<file path="src/hdl/host_link_consts.svh">
// Constants of the serial command link: framing, timing, register map.
// Assumes a single core clock; included by the package and both ends.
`ifndef HOST_LINK_CONSTS_SVH
`define HOST_LINK_CONSTS_SVH

`define CLK_HZ 200000000
`define BAUD_RATE 9600
`define BIT_CYCLES (`CLK_HZ / `BAUD_RATE)
`define LONG_OP_MS 5
`define LONG_OP_CYCLES (`LONG_OP_MS * (`CLK_HZ / 1000))

// Frame fields
`define F_CHK_HI 31
`define F_CHK_LO 28
`define F_CE 27
`define F_RW 24
`define F_STAT_HI 25
`define F_STAT_LO 24
`define F_REG_HI 23
`define F_REG_LO 16

// Response status codes
`define ST_OK 2'h0
`define ST_XE 2'h1
`define ST_PEND 2'h2

// Module register numbers
`define REG_PENDING_POLL 8'h00
`define REG_FATAL_STATUS 8'h20
`define REG_SVC_REQ_CFG 8'h28
`define REG_LONG_OP 8'h30
`define REG_VENDOR_BASE 8'h80
`define REG_DEVICE_BASE 8'h20

// Host command port offsets
`define H_CMD 8'h00
`define H_STAT 8'h04
`define H_RSP 8'h08

`endif

</file>
<file path="src/hdl/host_link_pkg.sv">
// Types shared by both ends of the serial command link.
// Assumes the constants header is on the include path.
`include "host_link_consts.svh"
package host_link_pkg;
   typedef logic [31:0] frame_t;
   typedef logic [15:0] word_t;
   typedef logic [7:0] regnum_t;
   typedef enum {RX_IDLE, RX_START, RX_DATA, RX_STOP} rx_state_t;
endpackage

</file>
<file path="src/hdl/host_link_if.sv">
// Two serial lines between host controller and module.
// Assumes both ends share core_clk; the bench supplies it.
`timescale 1ns/1ps
interface host_link_if;
   logic cmd_line;
   logic rsp_line;
   modport device (input cmd_line, output rsp_line);
   modport host (output cmd_line, input rsp_line);
endinterface

</file>
<file path="src/hdl/link_module_end.sv">
// Module end: serial character engines and command interpreter.
// Assumes idle-high lines and a host that frames commands correctly.
`timescale 1ns/1ps
`include "host_link_consts.svh"

////////////////////////////////////////////////////////////////////////
module serial_char_tx #(
   parameter int BIT_CYCLES = `BIT_CYCLES
) (
   input wire logic core_clk,
   input wire logic rst_n,
   input wire logic tx_valid,
   input wire logic [7:0] tx_data,
   output logic tx_ready,
   output logic line
);
   import host_link_pkg::*;
   logic [9:0] sh_r;
   logic [3:0] bits_r;
   logic [15:0] cnt_r;
   wire bit_end = (cnt_r == 16'(BIT_CYCLES - 1));
   assign tx_ready = (bits_r == 4'h0);
   assign line = sh_r[0];
   always_ff @(posedge core_clk) begin
      if (!rst_n) begin
         sh_r <= 10'h3FF;
         bits_r <= 4'h0;
         cnt_r <= 16'h0000;
      end else if (tx_ready && tx_valid) begin
         sh_r <= {1'b1, tx_data, 1'b0};
         bits_r <= 4'hA;
         cnt_r <= 16'h0000;
      end else if (!tx_ready) begin
         cnt_r <= bit_end ? 16'h0000 : cnt_r + 16'h0001;
         if (bit_end) begin
            sh_r <= {1'b1, sh_r[9:1]};
            bits_r <= bits_r - 4'h1;
         end
      end
   end
endmodule

////////////////////////////////////////////////////////////////////////
module serial_char_rx #(
   parameter int BIT_CYCLES = `BIT_CYCLES
) (
   input wire logic core_clk,
   input wire logic rst_n,
   input wire logic line,
   output logic rx_valid,
   output logic rx_bad,
   output logic [7:0] rx_data
);
   import host_link_pkg::*;
   logic sync1_r, sync2_r;
   rx_state_t state_r;
   logic [15:0] cnt_r;
   logic [2:0] bitn_r;
   logic [7:0] sh_r;
   logic valid_r, bad_r;
   wire half = (cnt_r == 16'(BIT_CYCLES / 2 - 1));
   wire full = (cnt_r == 16'(BIT_CYCLES - 1));
   assign rx_valid = valid_r;
   assign rx_bad = bad_r;
   assign rx_data = sh_r;
   always_ff @(posedge core_clk) begin
      if (!rst_n) begin
         sync1_r <= 1'b1;
         sync2_r <= 1'b1;
         state_r <= RX_IDLE;
         cnt_r <= 16'h0000;
         bitn_r <= 3'h0;
         sh_r <= 8'h00;
         valid_r <= 1'b0;
         bad_r <= 1'b0;
      end else begin
         sync1_r <= line;
         sync2_r <= sync1_r;
         valid_r <= 1'b0;
         bad_r <= 1'b0;
         cnt_r <= cnt_r + 16'h0001;
         case (state_r)
            RX_IDLE: begin
               cnt_r <= 16'h0000;
               if (!sync2_r) state_r <= RX_START;
            end
            RX_START: if (half) begin
               cnt_r <= 16'h0000;
               state_r <= sync2_r ? RX_IDLE : RX_DATA; // Glitch filter
            end
            RX_DATA: if (full) begin
               cnt_r <= 16'h0000;
               sh_r <= {sync2_r, sh_r[7:1]};
               bitn_r <= bitn_r + 3'h1;
               if (bitn_r == 3'h7) state_r <= RX_STOP;
            end
            RX_STOP: if (full) begin
               valid_r <= sync2_r;
               bad_r <= !sync2_r;
               state_r <= RX_IDLE;
            end
            default: state_r <= RX_IDLE;
         endcase
      end
   end
endmodule

////////////////////////////////////////////////////////////////////////
module link_module_end #(
   parameter int BIT_CYCLES = `BIT_CYCLES,
   parameter int LONG_OP_CYCLES = `LONG_OP_CYCLES
) (
   input wire logic core_clk,
   input wire logic rst_n,
   host_link_if.device link,
   output logic service_request,
   output logic busy_pending
);
   import host_link_pkg::*;
   logic [7:0] rx_byte;
   logic rx_valid, rx_bad, tx_ready;
   frame_t frame_r, rsp_r;
   logic [1:0] idx_r;
   logic [2:0] txn_r;
   logic got_r, ce_r, pend_r, err_r, svc_r, svc_en_r, fail_r;
   word_t fatal_r;
   logic [31:0] pend_cnt_r;
   word_t mem_r [0:255];
   wire tx_go = (txn_r != 3'h0) && tx_ready;

   serial_char_rx #(.BIT_CYCLES(BIT_CYCLES)) rx_i (
      .core_clk(core_clk), .rst_n(rst_n), .line(link.cmd_line),
      .rx_valid(rx_valid), .rx_bad(rx_bad), .rx_data(rx_byte));
   serial_char_tx #(.BIT_CYCLES(BIT_CYCLES)) tx_i (
      .core_clk(core_clk), .rst_n(rst_n), .tx_valid(tx_go),
      .tx_data(rsp_r[31:24]), .tx_ready(tx_ready), .line(link.rsp_line));

   ////////////////////////////////////////////////////////////////////
   // Decode of a complete received frame
   wire [3:0] par = frame_r[31:28] ^ frame_r[27:24] ^ frame_r[23:20]
      ^ frame_r[19:16] ^ frame_r[15:12] ^ frame_r[11:8] ^ frame_r[7:4]
      ^ frame_r[3:0];
   wire chk_ok = (par == 4'h0);
   wire exec = got_r && chk_ok;
   wire drop = got_r && !chk_ok;
   wire is_wr = frame_r[`F_RW];
   regnum_t reg_n;
   assign reg_n = frame_r[`F_REG_HI:`F_REG_LO];
   word_t dat;
   assign dat = frame_r[15:0];
   wire in_vendor = (reg_n >= `REG_VENDOR_BASE);
   wire in_device = !in_vendor && (reg_n >= `REG_DEVICE_BASE);
   wire ro_hit = (reg_n == `REG_FATAL_STATUS) && in_device;
   wire long_hit = (reg_n == `REG_LONG_OP);
   wire long_go = exec && is_wr && long_hit && !pend_r;
   wire poll_rd = exec && !is_wr && (reg_n == `REG_PENDING_POLL);
   wire pend_done = pend_r && (pend_cnt_r == 32'h0);
   wire [1:0] st = (is_wr && ro_hit) || (is_wr && long_hit && pend_r)
      ? `ST_XE : (long_go ? `ST_PEND : `ST_OK);
   word_t rd_val;
   assign rd_val = (reg_n == `REG_PENDING_POLL) ?
      {14'h0000, err_r, pend_r} :
      (reg_n == `REG_FATAL_STATUS) ? fatal_r : mem_r[reg_n];
   word_t rsp_dat;
   assign rsp_dat = is_wr ? dat : rd_val;
   wire [25:0] rsp26 = {st, reg_n, rsp_dat};
   wire ce_now = ce_r || rx_bad;
   wire [3:0] rpar = {ce_now, 1'b0, rsp26[25:24]} ^ rsp26[23:20]
      ^ rsp26[19:16] ^ rsp26[15:12] ^ rsp26[11:8] ^ rsp26[7:4]
      ^ rsp26[3:0];

   assign service_request = svc_r;
   assign busy_pending = pend_r;

   ////////////////////////////////////////////////////////////////////
   always_ff @(posedge core_clk) begin
      if (!rst_n) begin
         frame_r <= 32'h0000_0000;
         idx_r <= 2'h0;
         got_r <= 1'b0;
      end else begin
         got_r <= rx_valid && (idx_r == 2'h3);
         if (rx_valid) begin
            frame_r <= {frame_r[23:0], rx_byte};
            idx_r <= idx_r + 2'h1;
         end else if (rx_bad) begin
            idx_r <= 2'h0; // Resync on a framing fault
         end
      end
   end

   // Response goes out whole before the next one; host waits for it
   always_ff @(posedge core_clk) begin
      if (!rst_n) begin
         rsp_r <= 32'h0000_0000;
         txn_r <= 3'h0;
         ce_r <= 1'b0;
      end else if (exec) begin
         rsp_r <= {rpar, ce_now, 1'b0, rsp26};
         txn_r <= 3'h4;
         ce_r <= rx_bad;
      end else begin
         if (drop || rx_bad) ce_r <= 1'b1;
         if (tx_go) begin
            rsp_r <= {rsp_r[23:0], 8'h00};
            txn_r <= txn_r - 3'h1;
         end
      end
   end

   always_ff @(posedge core_clk) begin
      if (exec && is_wr && !ro_hit && !(long_hit && pend_r))
         mem_r[reg_n] <= dat;
   end

   // Long operation runs beside normal command traffic
   always_ff @(posedge core_clk) begin
      if (!rst_n) begin
         pend_r <= 1'b0;
         pend_cnt_r <= 32'h0;
         fail_r <= 1'b0;
         err_r <= 1'b0;
         fatal_r <= 16'h0000;
         svc_en_r <= 1'b0;
         svc_r <= 1'b0;
      end else begin
         if (long_go) begin
            pend_r <= 1'b1;
            pend_cnt_r <= 32'(LONG_OP_CYCLES - 1);
            fail_r <= dat[15];
         end else if (pend_r) begin
            pend_cnt_r <= pend_cnt_r - 32'h1;
            if (pend_done) pend_r <= 1'b0;
         end
         if (exec && is_wr && reg_n == `REG_SVC_REQ_CFG) svc_en_r <= dat[0];
         if (exec && is_wr && reg_n == `REG_PENDING_POLL) err_r <= 1'b0;
         if (pend_done && fail_r) begin
            err_r <= 1'b1;
            fatal_r[0] <= 1'b1;
         end
         if (pend_done && fail_r && svc_en_r) svc_r <= 1'b1;
         else if (poll_rd) svc_r <= 1'b0;
      end
   end
endmodule

</file>
<file path="src/flat_wrapper.sv">
// flat-port wrapper written by rule: the top's interface ports become plain ports
module link_module_end_flat import host_link_pkg::*;
#(
   parameter int BIT_CYCLES = `BIT_CYCLES,
   parameter int LONG_OP_CYCLES = `LONG_OP_CYCLES
)
  (core_clk, rst_n, service_request, busy_pending, link_cmd_line, link_rsp_line);
  host_link_if link_i ();
  input wire logic core_clk;
  input wire logic rst_n;
  output logic service_request;
  output logic busy_pending;
  input wire logic [$bits(link_i.cmd_line)-1:0] link_cmd_line;
  output wire logic [$bits(link_i.rsp_line)-1:0] link_rsp_line;
  assign link_i.cmd_line = link_cmd_line;
  assign link_rsp_line = link_i.rsp_line;
  link_module_end #(.BIT_CYCLES(BIT_CYCLES), .LONG_OP_CYCLES(LONG_OP_CYCLES)) u_core (.core_clk(core_clk), .rst_n(rst_n), .link(link_i), .service_request(service_request), .busy_pending(busy_pending));
endmodule
</file>
<file path="config.mk">
export PLATFORM = sky130hd
export DESIGN_NAME = link_module_end_flat
export DESIGN_NICKNAME = d
export VERILOG_FILES = /design/src/hdl/host_link_pkg.sv /design/src/hdl/host_link_if.sv /design/src/hdl/link_module_end.sv /design/src/flat_wrapper.sv
export VERILOG_INCLUDE_DIRS = /design/src /design/src/hdl
export SDC_FILE = /design/constraint.sdc
export NUM_CORES = 2
export LEC_CHECK = 0
export BUFFER_PORTS_ARGS = -buffer_cell sky130_fd_sc_hd__buf_4
export CORE_MARGIN = 2
export CORE_UTILIZATION = 50
export CTS_BUF_LIST = sky130_fd_sc_hd__clkbuf_8
export DETAILED_ROUTE_END_ITERATION = 8
export PLACE_DENSITY_LB_ADDON = 0.15
export REMOVE_ABC_BUFFERS = 1
export SETUP_SLACK_MARGIN = 0.1
export SYNTH_ARGS = -nofsm -noshare
export SYNTH_HDL_FRONTEND = slang
export SYNTH_HIERARCHICAL = 1
export SYNTH_SLANG_ARGS = --single-unit
</file>
<file path="constraint.sdc">
create_clock -name core_clk -period 7.03 [get_ports core_clk]
set_input_delay 1.0545 -clock core_clk [delete_from_list [all_inputs] [get_ports core_clk]]
set_output_delay 1.0545 -clock core_clk [all_outputs]
set_load 0.1 [all_outputs]
</file>
==> reports/results.txt <==
Gate power share: 0.009
WHS: 0.297 ns
placer's final routability congestion estimate: 0.961
Top FF cell, synth: edfxtp_1
Seq pwr share: 0.580
clock power share: 0.411
final instance area: 185000 um2
failing checks: max-capacitance violations, max-slew violations
R2R cell count: 12
Warnings, synthesis: 6
final setup vio count: 0
latest clock arrival within the worst-skew pair: 1.28 ns
critical path class: reg -> reg
Top Ports: 6
Max VDD drop: 204 uV
DRT antenna net count: 0
area grow syn2layout: 11.2%
Period Utilization, post-route: 0.793
worst-path fanout max: 36
RSZ-0062 raised after global routing: false
top cell type's share of synthesized area: 0.740
synthesized-area fraction occupied by and/or/nand/nor cells: 0.0289
Final Critical Period: 5.57 ns
register area share after synthesis: 0.762
hold path depth: 2
Netlist cell types: 101
antenna violations before repair: 34
initial core utilization: 0.503
Vias: 87459
HP Class: in -> reg
DRC viols: 0
Power Internal: 37.2 mW
layer with the highest usage: met2
postcts setup bufs: 0
Die Y: 581 um
Tot Pwr: 47.5 mW
mapped cell area: 166000 um2
Clock Tree Buf Depth: 4
FP Rows: 211
Synth Area in Compound Gates: 0.0254
Total GRT Usage: 0.303
Place WS: 1.74 ns
DR vias/cell: 6.59
grt met2 use: 0.453
Final Hold Fails: 0
Clock transition at path regs: 0.07 ns
main combinational cell family by area after synthesis: multiplexers
cell taking the most area after synthesis: edfxtp_1
fraction of synthesized area in multiplexers: 0.161
clock buffer count from CTS: 680
Leakage Power: 57.7 nW
max_cap viols: 1
sw frac: 0.216
grt ovf: 0
1st-pass router iterations: 6
Max Clk Rate: 179 MHz
utilization after layout: 0.559
worst slew pin tran: 1.57 ns
CTS Sinks: 4275
Post-Place Cell Area: 172000 um2
HPWL after DPL: 319 mm
first-pass GRT wire length: 703 mm
number of global-route vias before repair: 85107
CP required: 8.22 ns
share of layout cells above drive strength 1: 0.286
CTS tree: done
async set-or-reset flop fraction in the synthesized netlist: 0
CTS H-tree lvls: 6
pwr/cell area: 257 nW/um2
full die area: 337000 um2
EDFF count, synth: 4096
crit end category: register
Cells after Synth: 7782
routed wire length: 514 mm
Port Buffer Count: 5
leading cell type in the layout, fill and taps excluded: edfxtp_1
Startpoint Class: register
most frequent cells in the layout: 4096 x edfxtp_1, 1057 x mux4_2, 698 x clkbuf_8
clock root buffer: clkbuf_8
status: finished with violations
dominant cells by area after synthesis: edfxtp_1 74%, mux4_2 14%, dfxtp_1 2.2%, mux2i_1 1.3%, nor2_1 0.95%
setup ws final: 1.46 ns
slew margin rel.: -0.0557
nets: 8362
GRT met3 Usage: 0.0873
Die X-Extent: 581 um
met1 usage: 0.416
largest net degree at the start of global routing: 211
Avg Inst Size Synth: 21.4 um2
Final Max Tran Viols: 2
Yosys reg bits: 4275
Worst Path Arrival: 6.77 ns
DR iter-0 viols: 12860
core box area: 331000 um2
Worst Clk Skew: 0.0989 ns
Synth Area in Adders: 0.000828
P_sw: 10.2 mW
Synth Area in XOR/XNOR: 0.00476
wire per inst: 38.8 um
==> through the flow <==
| stage | std cells | setup TNS, ns |
|---|---|---|
| 3_3_place_gp | 12029 | 0 |
| 3_5_place_dp | 12030 | 0 |
| 2_1_floorplan | 7355 | -3122.44 |
| 4_1_cts | 13249 | 0 |
| 5_1_grt | 13258 | 0 |
| 6_report | 13269 | 0 |
==> power groups by stage <==
stage / Combinational [mW] / Sequential (mW) / Clock, mW
after floorplan: 0.240 / 28.1 / 0
after CTS: 0.410 / 27.5 / 19.8
after detailed placement: 0.408 / 28.1 / 0
after global placement: 0.401 / 28.1 / 0
final: 0.421 / 27.5 / 19.5
after global routing: 0.449 / 27.5 / 20.9
==> flip-flops by register name, summed over array words and instances (netlist names), 2 cells and up, named ones only <==
register	cells
u_core/frame_r	32
u_core/idx_r	2
u_core/mem_r	4096
u_core/pend_cnt_r	32
u_core/rsp_r	32
u_core/rx_i/bitn_r	3
u_core/rx_i/cnt_r	16
u_core/rx_i/rx_data	8
u_core/rx_i/state_r	2
u_core/tx_i/bits_r	4
u_core/tx_i/cnt_r	16
u_core/tx_i/sh_r	9
u_core/txn_r	3
==> worst max-delay path: stages (launching register included) <==
cell	delay, ns
dfxtp_4	1.05
buf_12	0.30
buf_12	0.30
buf_4	0.36
mux4_2	0.29
mux2i_1	0.06
o21ai_0	0.44
nand2_1	0.11
nor4_1	1.29
a31oi_1	0.21
o211ai_1	0.32
xnor3_1	0.44
a21oi_1	0.16
==> final cells by class <==
class | count | area [um2]
well taps | 4366 | 5460
repair buffers | 311 | 2770
fillers | 24858 | 146000
flip-flops and latches | 4275 | 127000
inverters | 33 | 141
clock buffers | 698 | 9610
diodes | 19 | 47.5
clock inverters | 520 | 2630
multi-input cells | 3047 | 37500
==> worst paths after layout <==
| kind | start | endpoint | slack [ns] |
|---|---|---|---|
| hold reg to reg | u_core/rx_i/sync1_r | u_core/rx_i/sync2_r | 0.41 |
| hold / removal | rst_n | u_core/tx_i/sh_r[8] | 0.30 |
| setup / recovery | register | u_core/rsp_r[28] | 1.46 |
| setup reg to reg | register | u_core/rsp_r[28] | 1.46 |
==> logic make-up (layout without fill, tap and decap cells) <==
family,count (synthesis),count (layout)
compound gates,590,590
xor+xnor,84,84
fa+ha+maj,11,11
buf+inv,475,1562
flops,4275,4275
mux,1316,1316
other cells,1,35
simple gates,1030,1030
==> repair_timing <==
item | CTS | global route
endpoints found under the hold margin | 1 | 0
hold buffers | 1 | 0
gates resized for setup | 0 | 0
==> per-layer routing <==
metal  up-vias  routed length, um
li1      33872                  -
met2      5509             233000
met1     46951             192000
met3      1115              61500
met4        12              27800
met5         -                 79
==> cells in the mapped netlist, drive strengths merged (13+ instances only) <==
master,n
nor2b,24
nand2,256
a311oi,15
nand2b,17
xor2,20
or4,16
nor3,60
o211ai,14
dfxtp,179
inv,30
o22ai,48
o31ai,13
edfxtp,4096
buf,285
a22oi,107
nand4,28
a31oi,20
nor2,419
o21ai,60
nand3b,14
mux4,1073
xnor2,60
mux2,30
a21oi,108
mux2i,213
nor4,32
and3,19
a221oi,38
and2,15
a211oi,55
nand3,69
clkbuf,157
nor3b,15
No activity file was read; power rests on OpenSTA's default activity.
